**src/rsp_cfg.svh**
```systemverilog
// constants for the reference switchover and priority block
// assumes a 125 MHz aclk and a 32-bit AXI4-Lite register port
// Operation
// - priorities span 0 best to 7 worst
// - order by selection, promoted only while active
// - priority algorithm only in automatic, fallback
// - active reference failure forces automatic switchover
// - regained reference wins only beating promoted priority
// - switch to smallest selection priority via map
// - ties go to lowest reference index
// - invalid references never selected, except the user reference in manual
// - phase master when selection below threshold
// - phase master threshold resets to zero
// - build-out on change only for non-masters
// - build-out absorbs old-to-new phase difference
// - slew controller tracks phase, caps output rate
// - sixteen-bit ns/sec limit bounds switchover slew
// - slew limit zero disables controller, resets zero
// - slew error small, accurate credit accumulator
// - fallback keeps valid user reference, else automatic
// - reference without profile treated as invalid
// - mode field 00 auto 01 fallback 10 holdover 11 manual
`ifndef RSP_CFG_SVH
`define RSP_CFG_SVH

// register indices; byte address is four times the index
`define RSP_IDX_SLEW 12'h316
`define RSP_IDX_PBO 12'h507
`define RSP_IDX_LOOP 12'hA01
`define RSP_IDX_SELPRIO 12'h600
`define RSP_IDX_PROMPRIO 12'h601
`define RSP_IDX_STATUS 12'hD20

`define RSP_RST_SLEW 16'h0000
`define RSP_RST_PBO 8'h00
`define RSP_RST_LOOP 8'h00
`define RSP_RST_PRIO 32'h0000_0000

// loop register fields
`define RSP_LOOP_MODE_LSB 3
`define RSP_LOOP_USER_LSB 0

// slew credit: limit in ns/s gives limit*1000 ps/s, one ps step per clk_hz/1000 of credit
`define RSP_CLK_HZ 125000000
`define RSP_PS_PER_NS 1000
`define RSP_SLEW_CREDIT (`RSP_CLK_HZ / `RSP_PS_PER_NS)

`define RSP_RESP_OKAY 2'h0
`define RSP_RESP_DECERR 2'h3

`endif

```
**src/rsp_pkg.sv**
```systemverilog
// types for the reference switchover and priority block
// assumes rsp_cfg.svh holds the numeric constants
package rsp_pkg;

    typedef enum logic [1:0] {
        RSP_AUTO = 2'h0,
        RSP_FALLBACK = 2'h1,
        RSP_HOLDOVER = 2'h2,
        RSP_MANUAL = 2'h3
    } rsp_mode_e;

    // one row of the reference-to-profile table
    typedef struct packed {
        logic assigned;
        logic [2:0] profile;
    } rsp_map_s;

    // selection outcome shown to the loop
    typedef struct packed {
        logic have_ref;
        logic [2:0] active_ref;
        logic phase_master;
        logic slewing;
    } rsp_status_s;

endpackage

```
**src/rsp_top.sv**
```systemverilog
// reference selection, phase build-out decision and phase slew limiting
// assumes validity flags, profile table and phase error come from logic on aclk
`include "rsp_cfg.svh"

module rsp_top (
    input wire logic aclk,
    input wire logic aresetn,
    input wire logic [7:0] ref_valid,
    input wire rsp_pkg::rsp_map_s [7:0] ref_map,
    input wire logic signed [31:0] phase_err_ps,
    output rsp_pkg::rsp_status_s status,
    output logic signed [31:0] phase_out_ps,
    output logic ref_change,
    output logic build_out,
    input wire logic [31:0] s_axi_awaddr,
    input wire logic s_axi_awvalid,
    output logic s_axi_awready,
    input wire logic [31:0] s_axi_wdata,
    input wire logic [3:0] s_axi_wstrb,
    input wire logic s_axi_wvalid,
    output logic s_axi_wready,
    output logic [1:0] s_axi_bresp,
    output logic s_axi_bvalid,
    input wire logic s_axi_bready,
    input wire logic [31:0] s_axi_araddr,
    input wire logic s_axi_arvalid,
    output logic s_axi_arready,
    output logic [31:0] s_axi_rdata,
    output logic [1:0] s_axi_rresp,
    output logic s_axi_rvalid,
    input wire logic s_axi_rready
);
    import rsp_pkg::*;

    function automatic logic [31:0] merge(input logic [31:0] old, input logic [31:0] nw,
                                         input logic [3:0] be);
        logic [31:0] r;
        r = old;
        for (int b = 0; b < 4; b++) begin
            if (be[b]) begin
                r[b*8 +: 8] = nw[b*8 +: 8];
            end
        end
        return r;
    endfunction

    // ------------------------------------------------------------
    // register file and AXI4-Lite slave
    // ------------------------------------------------------------
    logic [15:0] slew_q, slew_d;
    logic [7:0] pbo_q, pbo_d;
    logic [7:0] loop_q, loop_d;
    logic [31:0] selprio_q, selprio_d;
    logic [31:0] promprio_q, promprio_d;
    logic aw_q, aw_d, w_q, w_d, bvalid_q, bvalid_d, rvalid_q, rvalid_d;
    logic [11:0] awidx_q, awidx_d;
    logic [31:0] wdata_q, wdata_d, rdata_q, rdata_d, wr_old, wr_new;
    logic [3:0] wstrb_q, wstrb_d;
    logic [1:0] bresp_q, bresp_d, rresp_q, rresp_d;
    logic [11:0] aridx;
    logic wr_hit;

    assign s_axi_awready = !aw_q && !bvalid_q;
    assign s_axi_wready = !w_q && !bvalid_q;
    assign s_axi_arready = !rvalid_q;
    assign s_axi_bvalid = bvalid_q;
    assign s_axi_bresp = bresp_q;
    assign s_axi_rvalid = rvalid_q;
    assign s_axi_rdata = rdata_q;
    assign s_axi_rresp = rresp_q;
    assign aridx = s_axi_araddr[13:2];

    always_comb begin
        aw_d = aw_q;
        w_d = w_q;
        awidx_d = awidx_q;
        wdata_d = wdata_q;
        wstrb_d = wstrb_q;
        bvalid_d = bvalid_q;
        bresp_d = bresp_q;
        rvalid_d = rvalid_q;
        rdata_d = rdata_q;
        rresp_d = rresp_q;
        slew_d = slew_q;
        pbo_d = pbo_q;
        loop_d = loop_q;
        selprio_d = selprio_q;
        promprio_d = promprio_q;
        wr_old = 32'h0000_0000;
        wr_hit = 1'b1;
        if (s_axi_awvalid && s_axi_awready) begin
            aw_d = 1'b1;
            awidx_d = s_axi_awaddr[13:2];
        end
        if (s_axi_wvalid && s_axi_wready) begin
            w_d = 1'b1;
            wdata_d = s_axi_wdata;
            wstrb_d = s_axi_wstrb;
        end
        if (s_axi_bvalid && s_axi_bready) begin
            bvalid_d = 1'b0;
        end
        unique case (awidx_q)
            `RSP_IDX_SLEW: wr_old = {16'h0000, slew_q};
            `RSP_IDX_PBO: wr_old = {24'h00_0000, pbo_q};
            `RSP_IDX_LOOP: wr_old = {24'h00_0000, loop_q};
            `RSP_IDX_SELPRIO: wr_old = selprio_q;
            `RSP_IDX_PROMPRIO: wr_old = promprio_q;
            default: wr_hit = 1'b0;
        endcase
        wr_new = merge(wr_old, wdata_q, wstrb_q);
        if (aw_q && w_q) begin
            aw_d = 1'b0;
            w_d = 1'b0;
            bvalid_d = 1'b1;
            bresp_d = wr_hit ? `RSP_RESP_OKAY : `RSP_RESP_DECERR;
            unique case (awidx_q)
                `RSP_IDX_SLEW: slew_d = wr_new[15:0];
                `RSP_IDX_PBO: pbo_d = wr_new[7:0];
                `RSP_IDX_LOOP: loop_d = wr_new[7:0];
                // three priority bits per profile in each nibble
                `RSP_IDX_SELPRIO: selprio_d = wr_new & 32'h7777_7777;
                `RSP_IDX_PROMPRIO: promprio_d = wr_new & 32'h7777_7777;
                default: ;
            endcase
        end
        if (s_axi_rvalid && s_axi_rready) begin
            rvalid_d = 1'b0;
        end
        if (s_axi_arvalid && s_axi_arready) begin
            rvalid_d = 1'b1;
            rresp_d = `RSP_RESP_OKAY;
            unique case (aridx)
                `RSP_IDX_SLEW: rdata_d = {16'h0000, slew_q};
                `RSP_IDX_PBO: rdata_d = {24'h00_0000, pbo_q};
                `RSP_IDX_LOOP: rdata_d = {24'h00_0000, loop_q};
                `RSP_IDX_SELPRIO: rdata_d = selprio_q;
                `RSP_IDX_PROMPRIO: rdata_d = promprio_q;
                `RSP_IDX_STATUS: rdata_d = {26'h000_0000, status};
                default: begin
                    rdata_d = 32'h0000_0000;
                    rresp_d = `RSP_RESP_DECERR;
                end
            endcase
        end
    end

    always_ff @(posedge aclk) begin
        if (!aresetn) begin
            aw_q <= 1'b0;
            w_q <= 1'b0;
            awidx_q <= 12'h000;
            wdata_q <= 32'h0000_0000;
            wstrb_q <= 4'h0;
            bvalid_q <= 1'b0;
            bresp_q <= `RSP_RESP_OKAY;
            rvalid_q <= 1'b0;
            rdata_q <= 32'h0000_0000;
            rresp_q <= `RSP_RESP_OKAY;
            slew_q <= `RSP_RST_SLEW;
            pbo_q <= `RSP_RST_PBO;
            loop_q <= `RSP_RST_LOOP;
            selprio_q <= `RSP_RST_PRIO;
            promprio_q <= `RSP_RST_PRIO;
        end else begin
            aw_q <= aw_d;
            w_q <= w_d;
            awidx_q <= awidx_d;
            wdata_q <= wdata_d;
            wstrb_q <= wstrb_d;
            bvalid_q <= bvalid_d;
            bresp_q <= bresp_d;
            rvalid_q <= rvalid_d;
            rdata_q <= rdata_d;
            rresp_q <= rresp_d;
            slew_q <= slew_d;
            pbo_q <= pbo_d;
            loop_q <= loop_d;
            selprio_q <= selprio_d;
            promprio_q <= promprio_d;
        end
    end

    // ------------------------------------------------------------
    // reference selection
    // ------------------------------------------------------------
    rsp_mode_e mode;
    logic [2:0] user_ref;
    logic [7:0] cand;
    logic [2:0] sel_pr [8];
    logic [2:0] best_idx, best_pr, act_q, act_d;
    logic best_ok, have_q, have_d, user_ok, act_ok;
    logic [2:0] act_prom;

    assign mode = rsp_mode_e'(loop_q[`RSP_LOOP_MODE_LSB +: 2]);
    assign user_ref = loop_q[`RSP_LOOP_USER_LSB +: 3];
    assign user_ok = cand[user_ref];
    assign act_ok = have_q && cand[act_q];
    // promoted value of the holder, live as soon as act_q moves
    assign act_prom = promprio_q[{ref_map[act_q].profile, 2'b00} +: 3];

    always_comb begin
        best_ok = 1'b0;
        best_idx = 3'h0;
        best_pr = 3'h7;
        for (int i = 0; i < 8; i++) begin
            cand[i] = ref_valid[i] && ref_map[i].assigned;
            sel_pr[i] = selprio_q[{ref_map[i].profile, 2'b00} +: 3];
            // strict compare keeps the lowest index on a tie
            if (cand[i] && (!best_ok || sel_pr[i] < best_pr)) begin
                best_ok = 1'b1;
                best_idx = 3'(i);
                best_pr = sel_pr[i];
            end
        end
    end

    always_comb begin
        act_d = act_q;
        have_d = have_q;
        unique case (mode)
            RSP_AUTO, RSP_FALLBACK: begin
                if (mode == RSP_FALLBACK && user_ok) begin
                    act_d = user_ref;
                    have_d = 1'b1;
                end else if (!act_ok) begin
                    act_d = best_ok ? best_idx : act_q;
                    have_d = best_ok;
                end else if (best_ok && best_pr < act_prom) begin
                    act_d = best_idx;
                end
            end
            RSP_HOLDOVER: begin
                act_d = user_ref;
                have_d = user_ok;
            end
            RSP_MANUAL: begin
                act_d = user_ref;
                have_d = 1'b1;
            end
        endcase
    end

    // ------------------------------------------------------------
    // phase build-out and slew limiting
    // ------------------------------------------------------------
    logic change, master;
    logic signed [31:0] ofs_q, ofs_d, out_q, out_d, target;
    logic [17:0] acc_q, acc_d;
    logic slewing_q, slewing_d, chg_q, pbo_ev_q, pbo_ev_d;

    assign change = have_d && (!have_q || act_d != act_q);
    assign master = {5'h00, sel_pr[act_d]} < pbo_q;

    always_comb begin
        ofs_d = ofs_q;
        acc_d = acc_q;
        out_d = out_q;
        slewing_d = slewing_q;
        pbo_ev_d = 1'b0;
        if (change) begin
            if (!master) begin
                // keep the output where it is across the swap
                ofs_d = phase_err_ps - out_q;
                pbo_ev_d = 1'b1;
            end else begin
                slewing_d = slew_q != 16'h0000;
            end
        end
        // new offset used at once, else a build-out swap glitches the output for a cycle
        target = phase_err_ps - ofs_d;
        // slewing starts on the swap edge itself, so the phase step is never passed through
        if (slew_q == 16'h0000 || !slewing_d) begin
            out_d = target;
            acc_d = 18'h00000;
            slewing_d = slewing_d && slew_q != 16'h0000;
        end else if (out_q == target) begin
            slewing_d = change && slewing_d;
            acc_d = 18'h00000;
        end else begin
            // exact integer credit: rate error is only the 1 ps step quantum
            acc_d = acc_q + 18'(slew_q);
            if (acc_d >= 18'(`RSP_SLEW_CREDIT)) begin
                acc_d = acc_d - 18'(`RSP_SLEW_CREDIT);
                out_d = (target > out_q) ? out_q + 32'sd1 : out_q - 32'sd1;
            end
        end
    end

    always_ff @(posedge aclk) begin
        if (!aresetn) begin
            act_q <= 3'h0;
            have_q <= 1'b0;
            ofs_q <= 32'sh0000_0000;
            out_q <= 32'sh0000_0000;
            acc_q <= 18'h00000;
            slewing_q <= 1'b0;
            chg_q <= 1'b0;
            pbo_ev_q <= 1'b0;
        end else begin
            act_q <= act_d;
            have_q <= have_d;
            ofs_q <= ofs_d;
            out_q <= out_d;
            acc_q <= acc_d;
            slewing_q <= slewing_d;
            chg_q <= change;
            pbo_ev_q <= pbo_ev_d;
        end
    end

    assign status = '{have_ref: have_q, active_ref: act_q,
                      phase_master: have_q && ({5'h00, sel_pr[act_q]} < pbo_q),
                      slewing: slewing_q};
    assign phase_out_ps = out_q;
    assign ref_change = chg_q;
    assign build_out = pbo_ev_q;
endmodule

```
**config.mk**
```make
export PLATFORM = sky130hd
export DESIGN_NAME = rsp_top
export DESIGN_NICKNAME = d
export VERILOG_FILES = /design/src/rsp_pkg.sv /design/src/rsp_top.sv
export VERILOG_INCLUDE_DIRS = /design/src
export SDC_FILE = /design/constraint.sdc
export NUM_CORES = 1
export LEC_CHECK = 0
export BUFFER_PORTS_ARGS = -buffer_cell sky130_fd_sc_hd__buf_2
export CAP_MARGIN = 20
export CORE_ASPECT_RATIO = 0.9
export CORE_UTILIZATION = 55
export DETAILED_ROUTE_END_ITERATION = 7
export GPL_TIMING_DRIVEN = 0
export HOLD_SLACK_MARGIN = 0.06
export PLACE_DENSITY = 0.84
export SKIP_CTS_REPAIR_TIMING = 1
export SYNTH_ARGS = -nofsm -noshare
export SYNTH_HDL_FRONTEND = slang
export SYNTH_SLANG_ARGS = --single-unit
export TNS_END_PERCENT = 30
```
**constraint.sdc**
```tcl
create_clock -name aclk -period 26.8 [get_ports aclk]
set_input_delay 2.68 -clock aclk [delete_from_list [all_inputs] [get_ports aclk]]
set_output_delay 2.68 -clock aclk [all_outputs]
set_load 0.01 [all_outputs]
```
; Word level (Yosys, flattened, before mapping)
; Cells that the tools add are included.
[op_classes]
addsub = 6
order_cmp = 16
n_eq_ne = 17
shifts = 9
mux = 68
n_bitwise = 3
reduce_logical = 73
[op_table]
columns = op, count
row1 = 32-bit by 6-bit indexed part select with 3-bit output, 9
row2 = 32-bit 2-to-1 mux, 6
row3 = 31-bit case mux with 6 select lines, 1
row4 = 31-bit case mux with 4 select lines, 1
row5 = "12-bit by 11-bit == test with 1-bit output, second input constant", 6
row6 = 3-bit 2-to-1 mux, 23
row7 = 32-bit subtractor, 2
row8 = "12-bit == test, second input constant", 3
row9 = "32-bit by 2-bit adder with 32-bit output, second input constant", 1
row10 = 32-bit == test, 1
row11 = 32-bit > comparator, 1
row12 = "32-bit by 2-bit subtractor with 32-bit output, second input constant", 1
row13 = 1-bit logical AND, 30
row14 = "12-bit by 10-bit == test with 1-bit output, second input constant", 2
row15 = 3-bit less-than comparator, 8
row16 = 1-bit 2-to-1 mux, 23
row17 = 18-bit by 16-bit adder with 18-bit output, 1
row18 = 3-bit binary-select mux with 3-bit select, 2
row19 = "18-bit by 17-bit greater-or-equal comparator with 1-bit output, second input constant", 1
row20 = 18-bit 2-to-1 mux, 1
row21 = "18-bit by 17-bit subtractor with 18-bit output, second input constant", 1
row22 = 16-bit logical NOT, 1
row23 = 3-bit by 8-bit less-than comparator with 1-bit output, 2
row24 = 8-bit 2-to-1 mux, 2
row25 = other kinds (26), 63
[word_totals]
ff_bits = 256
inputBits = 179
out_inout_bits = 81
elab_cells = 216

; Longest topological paths before layout
; Gate-level depths: netlist of the first run.
[logic_depth]
ltp_word = 49
depth_mapped = 114
ltp_nobuf = 111

; Least setup slack after synthesis of the first run
; No wires, ideal clock.
[synth_timing]
kind = input port to flip-flop
start = input ref_map[0] (netlist bit)
end = register out_q[31] (netlist: phase_out_ps[31])
setup_time_ns = 0.124
arrival_ns = 22.722
t_required_ns = 26.676
slack_ns = 3.953
path_stages = 106
path_buffers = 3
path_cell_list = buf_2 -> mux4_2 -> mux2_2 -> nor2_1 -> ha_1 -> a21boi_0 -> o21a_1 -> o21ai_0 -> nor2b_1 -> mux2i_1 -> ha_1 -> a21oi_1 -> o221ai_1 -> mux2i_1 -> ha_1 -> a21oi_1 -> o21bai_1 -> a21o_1 -> (+70 left out) -> inv_1 -> ha_1 -> a21o_1 -> a21o_1 -> a21oi_1 -> o21ai_0 -> a41oi_1 -> a21oi_1 -> a41o_1 -> o21ai_0 -> o2111ai_1 -> a41oi_1 -> nor2_1 -> nor3_1 -> a211oi_1 -> xnor2_1 -> o21ai_0 -> a21oi_1
[synth_via]
elab_chain_cells = 49
word_cells_on_any_way = 87
classes_between = add/sub (1) / order compare (10) / eq/ne (3) / shift (2) / mux (43) / bitwise (1) / reduce/logical (27)
[synth_rtl]
columns = item, line_no
row1 = "start, declared", rsp_top.sv:9  ; input wire rsp_pkg::rsp_map_s [7:0] ref_map,
row2 = 32-bit by 6-bit indexed part select with 3-bit output, rsp_top.sv:208  ; sel_pr[i] = selprio_q[{ref_map[i].profile, 2'b00} +: 3];
row3 = 3-bit 2-to-1 mux, rsp_top.sv:210  ; if (cand[i] && (!best_ok || sel_pr[i] < best_pr)) begin
row4 = 3-bit less-than comparator, rsp_top.sv:210
row5 = 1-bit logical OR, rsp_top.sv:210
row6 = 1-bit logical AND, rsp_top.sv:210
row7 = 3-bit 2-to-1 mux / 1-bit 2-to-1 mux (equally long branches), rsp_top.sv:210
row8 = 3-bit less-than comparator / 1-bit logical NOT (equally long branches), rsp_top.sv:210
row9 = 1-bit logical OR, rsp_top.sv:210
row10 = (+33 left out), n/a
row11 = 32-bit 2-to-1 mux, rsp_top.sv:262  ; if (!master) begin
row12 = 32-bit 2-to-1 mux, rsp_top.sv:261  ; if (change) begin
row13 = 32-bit subtractor, rsp_top.sv:271  ; target = phase_err_ps - ofs_d;
row14 = 32-bit > comparator, rsp_top.sv:285  ; out_d = (target > out_q) ? out_q + 32'sd1 : out_q - 32'sd1;
row15 = 32-bit 2-to-1 mux, rsp_top.sv:285
row16 = 32-bit 2-to-1 mux, rsp_top.sv:283  ; if (acc_d >= 18'(`RSP_SLEW_CREDIT)) begin
row17 = 32-bit 2-to-1 mux, rsp_top.sv:277  ; end else if (out_q == target) begin
row18 = 32-bit 2-to-1 mux, rsp_top.sv:273  ; if (slew_q == 16'h0000 || !slewing_d) begin
row19 = "end signal, assigned", rsp_top.sv:304  ; out_q <= out_d;
row20 = "end, declared", rsp_top.sv:248  ; logic signed [31:0] ofs_q, ofs_d, out_q, out_d, target;
; Parallel ways exist; a longest one is shown, timed or not. The select of a mux whose other input is x is not followed.
; A chain may end at the register's enable or synchronous reset.

; Worst setup path after layout of the first run
[layout_timing]
start = input ref_map[0] (netlist bit)
end = register out_q[28] (netlist: phase_out_ps[28])
; The elaborated chain is that of the path after synthesis.

==> metrics.md, run 1 <==
| Metric | Value |
|---|---|
| Worst-Skew Late Latency | 0.57 ns |
| Setup Viol. Count Final | 0 |
| CTS Sinks | 247 |
| Largest net degree at the start of global routing | 32 |
| HP Class | reg2reg |
| Routed wl met2 | 28800 um |
| Root Buffer | clkbuf_16 |
| Core Rows | 66 |
| Main flop type after synthesis | dfxtp_1 |
| Yosys warnings | 0 |
| H-tree depth | 1 |
| Status | complete, no violations |
| DR WL met3 | 8650 um |
| Switching Share | 49.8% |
| Critical path type | in2reg |
| Initial antenna violation count | 1 |
| Die Area | 0.0377 mm^2 |
| DIE WIDTH | 205 um |
| FMAX | 0.0393 GHz |
| Iter 0 DRT Violations | 2426 |
| Placer Congestion | 1.00 |
| DP HPWL | 53000 um |
| Vias | 20800 |
| CP Data Arrival Time | 25.82 ns |
| Fin nets | 3068 |
| Seq/Total Area, Yosys | 24.3% |
| Net switching power | 1.90 mW |
| Multi-input logic area | 0.0144 mm^2 |
| Crit path top cell by count | ha_1 |
| Sequential Power Share | 12.1% |
| Final WL | 68100 um |
| Synth Register Bits | 247 |
| Starting density of the core | 56.0% |
| DRT Pass-1 Iters | 6 |
| Reg area | 0.00494 mm^2 |
| Netlist cell types | 89 |
| Slew headroom | 25.3% |
| I/O Pins | 260 |
| Required time of the critical path | 27.20 ns |
| Synthesized area | 0.0203 mm^2 |
| Peak supply drop | 0.274 mV |
| Max-Cap Viols | 0 |
| Core ar. | 0.0363 mm^2 |
| Combinational Power Share | 77.2% |
| Leak | 9.36 nW |
| DRC Markers | 0 |
| Grt total ovfl | 0 |
| Vias in the first global route | 19500 |
| Asr flop ratio synth | 0% |
| Period utilisation layout | 94.8% |
| Share of layout cells above drive strength 1 | 15.7% |
| Placed cells | 3169 |
| Worst clock skew | 0.0173 ns |
| Gr usage total | 35.1% |
| Mean Syn Cell Area | 8.17 um^2 |
| Max-slew violations | 0 |
| Clock Power Share | 10.7% |
| Max layer used | met4 |
| Synth Instances | 2487 |
| P per Cell Area | 166 mW/mm^2 |
| Port bufs | 201 |
| CP endpoint kind | flop |
| Average vias per placed instance | 6.44 |
| Worst path slowest cell | mux4_2 |
| Chip height | 184 um |
| Crit start category | input pin |
| Fin crit period | 25.42 ns |
| CTS tree | yes |
| Critical path's largest stage delay | 0.54 ns |
| Critical Path Fanout Max | 29 |
| Post-synth EDFFs | 0 |
| Setup tns final | 0 ns |
| Met1 wire length | 27300 um |
| Filler cell count | 3032 |
| Final Hold Viols | 0 |
| First-pass GRT wire length | 105000 um |
| Cell Int Power | 1.91 mW |
| Slew @ Worst Pin | 1.11 ns |
| DR WL/cell | 21.1 um |
| CTS clk-pin slew, worst paths | 0.06 ns |
| Final Instance Count excl. Fillers | 3221 |
| CTS Buffer Depth | 3 |
| Antenna-violating nets left | 0 |
| Area grow syn2layout | 13.2% |
| TritonCTS Buffers | 28 |
## critical path, delay by kind of cell
kind,cells,cell delay (ns)
multiplexers,8,2.59
adder cells (fa/ha/maj),12,3.53
AO/OA/AOI/OAI,56,11.96
XOR/XNOR,2,0.44
buffers and inverters,7,1.37
AND/OR/NAND/NOR,20,3.17
## flip-flops by register name (all words and copies together) (netlist names), 3 cells and up
name / flops
ofs_q: 32
phase_out_ps: 32
s_axi_rdata: 28
wdata_q: 28
promprio_q: 24
selprio_q: 24
acc_q: 18
slew_q: 16
awidx_q: 12
loop_q: 8
pbo_q: 8
wstrb_q: 4
act_q: 3
## per-layer routing
layer	up-vias	track usage (%)
met5	-	0
met4	0	16.8
met3	231	8.13
met2	1308	52.3
met1	9637	47.7
li1	9577	-
## power by group through the flow
| stage | combinational, mW | sequential (mW) | clock, mW |
|---|---|---|---|
| CTS | 2.79 | 0.459 | 0.406 |
| global route | 3.24 | 0.465 | 0.423 |
| floorplan | 2.21 | 0.463 | 0 |
| finish | 2.94 | 0.461 | 0.407 |
| global placement | 2.65 | 0.465 | 0 |
| detailed placement | 2.77 | 0.467 | 0 |
## cell usage after synthesis (18+ instances only)
cell type | count | share of area (%)
dfxtp_1 | 247 | 24
a211oi_1 | 90 | 3.3
clkbuf_1 | 102 | 1.9
nor2b_1 | 39 | 1.2
nor2_1 | 308 | 5.7
nand2b_1 | 24 | 0.74
nor3_1 | 69 | 1.7
a21oi_1 | 226 | 5.6
mux2i_1 | 113 | 5.6
inv_1 | 107 | 2.0
nand3_1 | 43 | 1.1
a31oi_1 | 18 | 0.55
and2_1 | 18 | 0.55
mux2_2 | 30 | 1.7
or3_1 | 22 | 0.68
a21o_1 | 38 | 1.4
xnor2_1 | 65 | 2.8
nand2_1 | 236 | 4.4
xor2_1 | 35 | 1.5
o21ai_0 | 100 | 2.5
mux4_2 | 63 | 7.0
ha_1 | 162 | 10
## path summary, 6_finish.rpt
check / startpoint / end / slack (ns) / cells after the start
worst max-delay path: ref_map[0] / phase_out_ps[28]$_SDFFE_PN0P_ / 1.38 / 105
worst max register to register: selprio_q[9]$_SDFFE_PN0P_ / phase_out_ps[28]$_SDFFE_PN0P_ / 3.14 / 104
worst min-delay path: s_axi_rdata[11]$_SDFFE_PN0P_ / s_axi_rdata[11]$_SDFFE_PN0P_ / 0.46 / 2
worst min register to register: s_axi_rdata[11]$_SDFFE_PN0P_ / s_axi_rdata[11]$_SDFFE_PN0P_ / 0.46 / 2
## cell type report
cell class,count,share of cell area (%)
inverters,108,1.76
flip-flops and latches,247,21.5
clock inverters,14,0.893
multi-input cells,1993,62.6
repair buffers,204,4.54
clock buffers,36,3.31
well taps,476,2.59
plain buffers,141,2.80
diodes,2,0.0218
## cells in the final DEF, fill, tap and decap left out, types with 18 or more instances in the layout
cell       count
nor2_1       307
a211oi_1      90
clkbuf_1     105
nor3_1        68
nand2_1      236
nand2b_1      24
a21oi_1      224
clkbuf_16     28
mux2_2        30
xor2_1        34
dfxtp_1      247
mux4_2        63
buf_2        214
o21ai_0      100
mux2i_1      112
xnor2_1       65
or3_1         22
nand3_1       43
and2_1        18
ha_1         162
a31oi_1       18
a21o_1        38
inv_1        107
nor2b_1       39
## stage by stage
step	hold slack, ns	total power, mW	worst slack (ns)	util, %	area [um^2]
final	0.456	3.81	1.38	63.4	23000
after global routing	0.476	4.12	-0.0635	63.4	23000
after CTS	0.457	3.66	0.464	63.2	22900
after detailed placement	0.448	3.23	0.0487	60.5	21900
after global placement	0.442	3.12	0.484	60.5	21900
after floorplan	0.436	2.67	3.95	-	20300
## cells by family after synthesis
kind of cell | count (synthesis) | share of synthesized area, %
buffers and inverters | 250 | 5.17
flip-flops | 247 | 24.3
adder cells (fa/ha/maj) | 166 | 10.4
other | 1 | 0.0185
AO/OA/AOI/OAI | 665 | 21.9
multiplexers | 210 | 14.6
XOR/XNOR | 100 | 4.31
AND/OR/NAND/NOR | 848 | 19.2
No activity file was read; power rests on OpenSTA's default activity.
==> run 2: changes to the inputs <==
--- a/config.mk
+++ b/config.mk
@@ -13,7 +13,8 @@
 export DETAILED_ROUTE_END_ITERATION = 7
 export GPL_TIMING_DRIVEN = 0
 export HOLD_SLACK_MARGIN = 0.06
-export PLACE_DENSITY = 0.84
+export PLACE_DENSITY = 0.76
+export RECOVER_POWER = 25
 export SKIP_CTS_REPAIR_TIMING = 1
 export SYNTH_ARGS = -nofsm -noshare
 export SYNTH_HDL_FRONTEND = slang
==> metrics.md, run 2 (synthesized netlist as in run 1, its figures left out) <==
| Metric | Value |
|---|---|
| Largest net degree at the start of global routing | 32 |
| Met1 wire length | 29800 um |
| Antenna cells | 0 |
| H-tree depth | 1 |
| CTS tree | yes |
| Net switching power | 1.94 mW |
| Placer Congestion | 0.989 |
| DR WL met3 | 6880 um |
| Core ar. | 0.0363 mm^2 |
| CTS clk-pin slew, worst paths | 0.06 ns |
| Peak supply drop | 0.152 mV |
| Worst clock skew | 0.0583 ns |
| Final Hold Viols | 0 |
| DIE WIDTH | 205 um |
| CP Data Arrival Time | 25.76 ns |
| Placed cells | 3169 |
| DRC Markers | 0 |
| DR WL/cell | 21.1 um |
| Status | complete, no violations |
| Average vias per placed instance | 6.38 |
| Combinational Power Share | 77.5% |
| Area grow syn2layout | 13.5% |
| Initial antenna violation count | 1 |
| Worst path slowest cell | mux4_2 |
| Sequential Power Share | 11.9% |
| HP Class | reg2reg |
| Switching Share | 50.1% |
| Period utilisation layout | 94.7% |
| DP HPWL | 53600 um |
| Max-Cap Viols | 0 |
| DRT Pass-1 Iters | 7 |
| P per Cell Area | 168 mW/mm^2 |
| CTS Sinks | 247 |
| Slew @ Worst Pin | 1.09 ns |
| CP endpoint kind | flop |
| Max-slew violations | 0 |
| Vias | 20500 |
| TritonCTS Buffers | 28 |
| First-pass GRT wire length | 104000 um |
| Crit path top cell by count | ha_1 |
| Root Buffer | clkbuf_16 |
| Routed wl met2 | 28600 um |
| Fin util | 63.6% |
| Fin nets | 3070 |
| Starting density of the core | 56.0% |
| Clock Power Share | 10.6% |
| Die Area | 0.0377 mm^2 |
| Chip height | 184 um |
| Iter 0 DRT Violations | 2236 |
| Critical path's largest stage delay | 0.53 ns |
| Fin crit period | 25.38 ns |
| Critical Path Fanout Max | 25 |
| Gr usage total | 34.9% |
| Cell Int Power | 1.93 mW |
| Antenna-violating nets left | 0 |
| Placed inst area | 0.0219 mm^2 |
| Final WL | 68000 um |
| Crit start category | input pin |
| Vias in the first global route | 18900 |
| Setup Viol. Count Final | 0 |
| FMAX | 0.0394 GHz |
| I/O Pins | 260 |
| Max layer used | met4 |
| Fin area | 0.0231 mm^2 |
| Grt total ovfl | 0 |
| CTS Buffer Depth | 3 |
| Final Instance Count excl. Fillers | 3223 |
| Most frequent cells in the layout | 307 x nor2_1, 247 x dfxtp_1, 236 x nand2_1 |
| Worst-Skew Late Latency | 0.59 ns |
| Core Rows | 66 |
| Critical path type | in2reg |
| Commonest non-fill, non-tap cell in the layout | nor2_1 |
| Port bufs | 201 |
| Leak | 9.36 nW |
| Slew headroom | 26.5% |
| Required time of the critical path | 27.18 ns |
| Share of layout cells above drive strength 1 | 15.7% |
## run 2: changes by cell type in the layout (fill, tap and decap cells not counted), moves of 2 or more
| cell | previous run | this run |
|---|---|---|
| a21oi_2 | 4 | 6 |
| diode_2 | 2 | 0 |
| buf_2 | 214 | 207 |
| clkinvlp_4 | 1 | 3 |
| clkbuf_8 | 3 | 7 |
| a21oi_1 | 224 | 222 |
| clkbuf_1 | 105 | 111 |
## run 2: routing by layer
metal / vias up / global-route usage (%)
met5: - / 0
met4: 0 / 11.8
met3: 185 / 6.06
met2: 1058 / 52.5
met1: 9741 / 50.0
li1: 9564 / -
## run 2: area by class of cell
| type | instances | area, um^2 |
|---|---|---|
| Timing Repair Buffer | 205 | 1050 |
| Sequential cell | 247 | 4940 |
| Clock inverter | 13 | 178 |
| Multi-Input combinational cell | 1993 | 14400 |
| Fill cell | 3158 | 13200 |
| Clock buffer | 39 | 812 |
| Tap cell | 476 | 596 |
| Buffer | 142 | 649 |
| Inverter | 108 | 409 |
## run 2: worst max-delay path, delay by kind of cell
family,cells,cell delay (ns)
AO/OA/AOI/OAI,55,12.02
adder cells (fa/ha/maj),12,3.54
XOR/XNOR,2,0.34
AND/OR/NAND/NOR,22,3.47
multiplexers,7,2.37
buffers and inverters,7,1.30
## run 2: through the flow
step / setup TNS [ns] / hold WS [ns] / total power [mW] / setup slack (ns)
2_1_floorplan: 0 / 0.436 / 2.67 / 3.95
6_report: 0 / 0.463 / 3.87 / 1.42
5_1_grt: -0.0131 / 0.488 / 4.18 / -0.0131
4_1_cts: 0 / 0.461 / 3.68 / 0.231
3_3_place_gp: 0 / 0.443 / 3.14 / 0.378
3_5_place_dp: -0.657 / 0.453 / 3.25 / -0.235
## run 2: final timing paths
check                                                start                             to  slack [ns]  cells past startpoint
worst max-delay path                            ref_map[0]  phase_out_ps[29]$_SDFFE_PN0P_        1.42                    105
worst min-delay path              wdata_q[10]$_SDFFE_PN0P_       wdata_q[10]$_SDFFE_PN0P_        0.46                      2
worst max register to register  selprio_q[13]$_SDFFE_PN0P_  phase_out_ps[29]$_SDFFE_PN0P_        3.18                    104
worst min register to register    wdata_q[10]$_SDFFE_PN0P_       wdata_q[10]$_SDFFE_PN0P_        0.46                      2
## run 2: power groups by stage
stage / combinational (mW) / sequential [mW] / clock [mW]
3_3_place_gp: 2.68 / 0.466 / 0
6_report: 3.00 / 0.461 / 0.409
5_1_grt: 3.29 / 0.465 / 0.425
3_5_place_dp: 2.79 / 0.468 / 0
2_1_floorplan: 2.21 / 0.463 / 0
4_1_cts: 2.81 / 0.460 / 0.410
==> run 3: changes to the inputs <==
--- a/config.mk
+++ b/config.mk
@@ -14,7 +14,6 @@
 export GPL_TIMING_DRIVEN = 0
 export HOLD_SLACK_MARGIN = 0.06
 export PLACE_DENSITY = 0.76
-export RECOVER_POWER = 25
 export SKIP_CTS_REPAIR_TIMING = 1
 export SYNTH_ARGS = -nofsm -noshare
 export SYNTH_HDL_FRONTEND = slang
==> metrics.md, run 3 (synthesized netlist as in run 1, its figures left out) <==
| Metric | Value |
|---|---|
| Status | complete, no violations |
| Gr usage total | 34.9% |
| CTS Buffer Depth | 3 |
| Placer Congestion | 0.989 |
| Reg2Reg Launch Point | selprio_q[13]$_SDFFE_PN0P_ |
| Vias | 20500 |
| Starting density of the core | 56.0% |
| Final WL | 68000 um |
| Chip height | 184 um |
| I/O Pins | 260 |
| Vias in the first global route | 18900 |
| Reg2Reg Depth | 104 |
| DRT Pass-1 Iters | 8 |
| Cell Int Power | 1.93 mW |
| P per Cell Area | 168 mW/mm^2 |
| Switching Share | 50.1% |
| Crit start category | input pin |
| Grt total ovfl | 0 |
| DIE WIDTH | 205 um |
| Area grow syn2layout | 13.6% |
| CP Data Arrival Time | 25.75 ns |
| Setup Viol. Count Final | 0 |
| Slew @ Worst Pin | 1.09 ns |
| H-tree depth | 1 |
| Net switching power | 1.94 mW |
| Worst Hold Launch | wdata_q[10]$_SDFFE_PN0P_ |
| Worst clock skew | 0.0600 ns |
| Initial antenna violation count | 1 |
| DRC Markers | 0 |
| Filler cell count | 3155 |
| Core ar. | 0.0363 mm^2 |
| Worst-Skew Late Latency | 0.59 ns |
| Root Buffer | clkbuf_16 |
| Commonest non-fill, non-tap cell in the layout | nor2_1 |
| CP endpoint kind | flop |
| Share of layout cells above drive strength 1 | 16.0% |
| HP Class | reg2reg |
| Hold EP | wdata_q[10]$_SDFFE_PN0P_ |
| Die Area | 0.0377 mm^2 |
| Fin crit period | 25.37 ns |
| Core Rows | 66 |
| Final Hold Viols | 0 |
| Max-Cap Viols | 0 |
| Hold depth | 2 |
| Leak | 9.38 nW |
| FMAX | 0.0394 GHz |
| First-pass GRT wire length | 104000 um |
| Sequential Power Share | 11.9% |
| First element of the critical path | ref_map[0] |
| Power Total | 3.87 mW |
| RR Endpoint | phase_out_ps[29]$_SDFFE_PN0P_ |
| Clock Power Share | 10.6% |
| Average vias per placed instance | 6.37 |
| Worst path slowest cell | mux4_2 |
| Required time of the critical path | 27.18 ns |
| Crit path top cell by count | ha_1 |
| Setup tns final | 0 ns |
| Max-slew violations | 0 |
| Combinational Power Share | 77.5% |
| Most frequent cells in the layout | 307 x nor2_1, 247 x dfxtp_1, 236 x nand2_1 |
| DP HPWL | 53600 um |
| Period utilisation layout | 94.7% |
| DR WL/cell | 21.1 um |
| Flop2flop setup slack | 3.18 ns |
| Critical path's largest stage delay | 0.53 ns |
| Fin nets | 3070 |
| Critical path type | in2reg |
| Largest net degree at the start of global routing | 32 |
| Port bufs | 201 |
| CTS clk-pin slew, worst paths | 0.06 ns |
| CTS Sinks | 247 |
| Peak supply drop | 0.152 mV |
| Antenna-violating nets left | 0 |
| TritonCTS Buffers | 28 |
| CTS tree | yes |
| Critical Path Fanout Max | 25 |
| Iter 0 DRT Violations | 2231 |
| Antenna cells | 0 |
| Slew headroom | 26.6% |
[run 3: worst max-delay path by stage]
stage,to,slack (ns)
after floorplan,phase_out_ps[31]$_SDFFE_PN0P_,3.95
after global placement,phase_out_ps[29]$_SDFFE_PN0P_,0.38
after detailed placement,phase_out_ps[29]$_SDFFE_PN0P_,-0.23
after CTS,phase_out_ps[29]$_SDFFE_PN0P_,0.23
after global routing,phase_out_ps[28]$_SDFFE_PN0P_,-0.01
final,phase_out_ps[29]$_SDFFE_PN0P_,1.43
[run 3: cell type report]
cell class                      count  area (um^2)  area share [%]
Buffer                            142          649            2.82
Multi-Input combinational cell   1993        14400            62.5
Clock buffer                       39          812            3.52
Sequential cell                   247         4940            21.4
Clock inverter                     13          178           0.770
Tap cell                          476          596            2.58
Timing Repair Buffer              205         1060            4.58
Inverter                          108          409            1.77
[run 3: worst max-delay path: cells and delay by family]
kind / cells / cell delay, ns
XOR/XNOR: 2 / 0.35
multiplexers: 7 / 2.37
AND/OR/NAND/NOR: 22 / 3.44
adder cells (fa/ha/maj): 12 / 3.54
AO/OA/AOI/OAI: 55 / 12.03
buffers and inverters: 7 / 1.29
[run 3: power groups by stage]
stage / Sequential (mW) / Combinational (mW) / Clock, mW
after floorplan: 0.463 / 2.21 / 0
after global placement: 0.466 / 2.68 / 0
after detailed placement: 0.468 / 2.79 / 0
after CTS: 0.460 / 2.81 / 0.410
after global routing: 0.465 / 3.29 / 0.425
final: 0.461 / 3.00 / 0.409
[run 3: stage by stage]
step | setup WS (ns) | hold WS, ns | area (um^2) | util [%] | std cells
after floorplan | 3.95 | 0.436 | 20300 | - | 2490
after global placement | 0.378 | 0.443 | 21900 | 60.5 | 3167
after detailed placement | -0.235 | 0.453 | 21900 | 60.5 | 3169
after CTS | 0.231 | 0.461 | 22900 | 63.3 | 3221
after global routing | -0.0131 | 0.488 | 23100 | 63.6 | 3223
final | 1.43 | 0.463 | 23100 | 63.6 | 3223
[run 3: routing by layer]
metal	vias to the layer above	share of wire [%]	track usage, %
met2	1044	42	52.5
met5	-	0	0
met4	0	3.8	11.8
met3	168	10	6.06
met1	9768	44	50.0
li1	9563	-	-
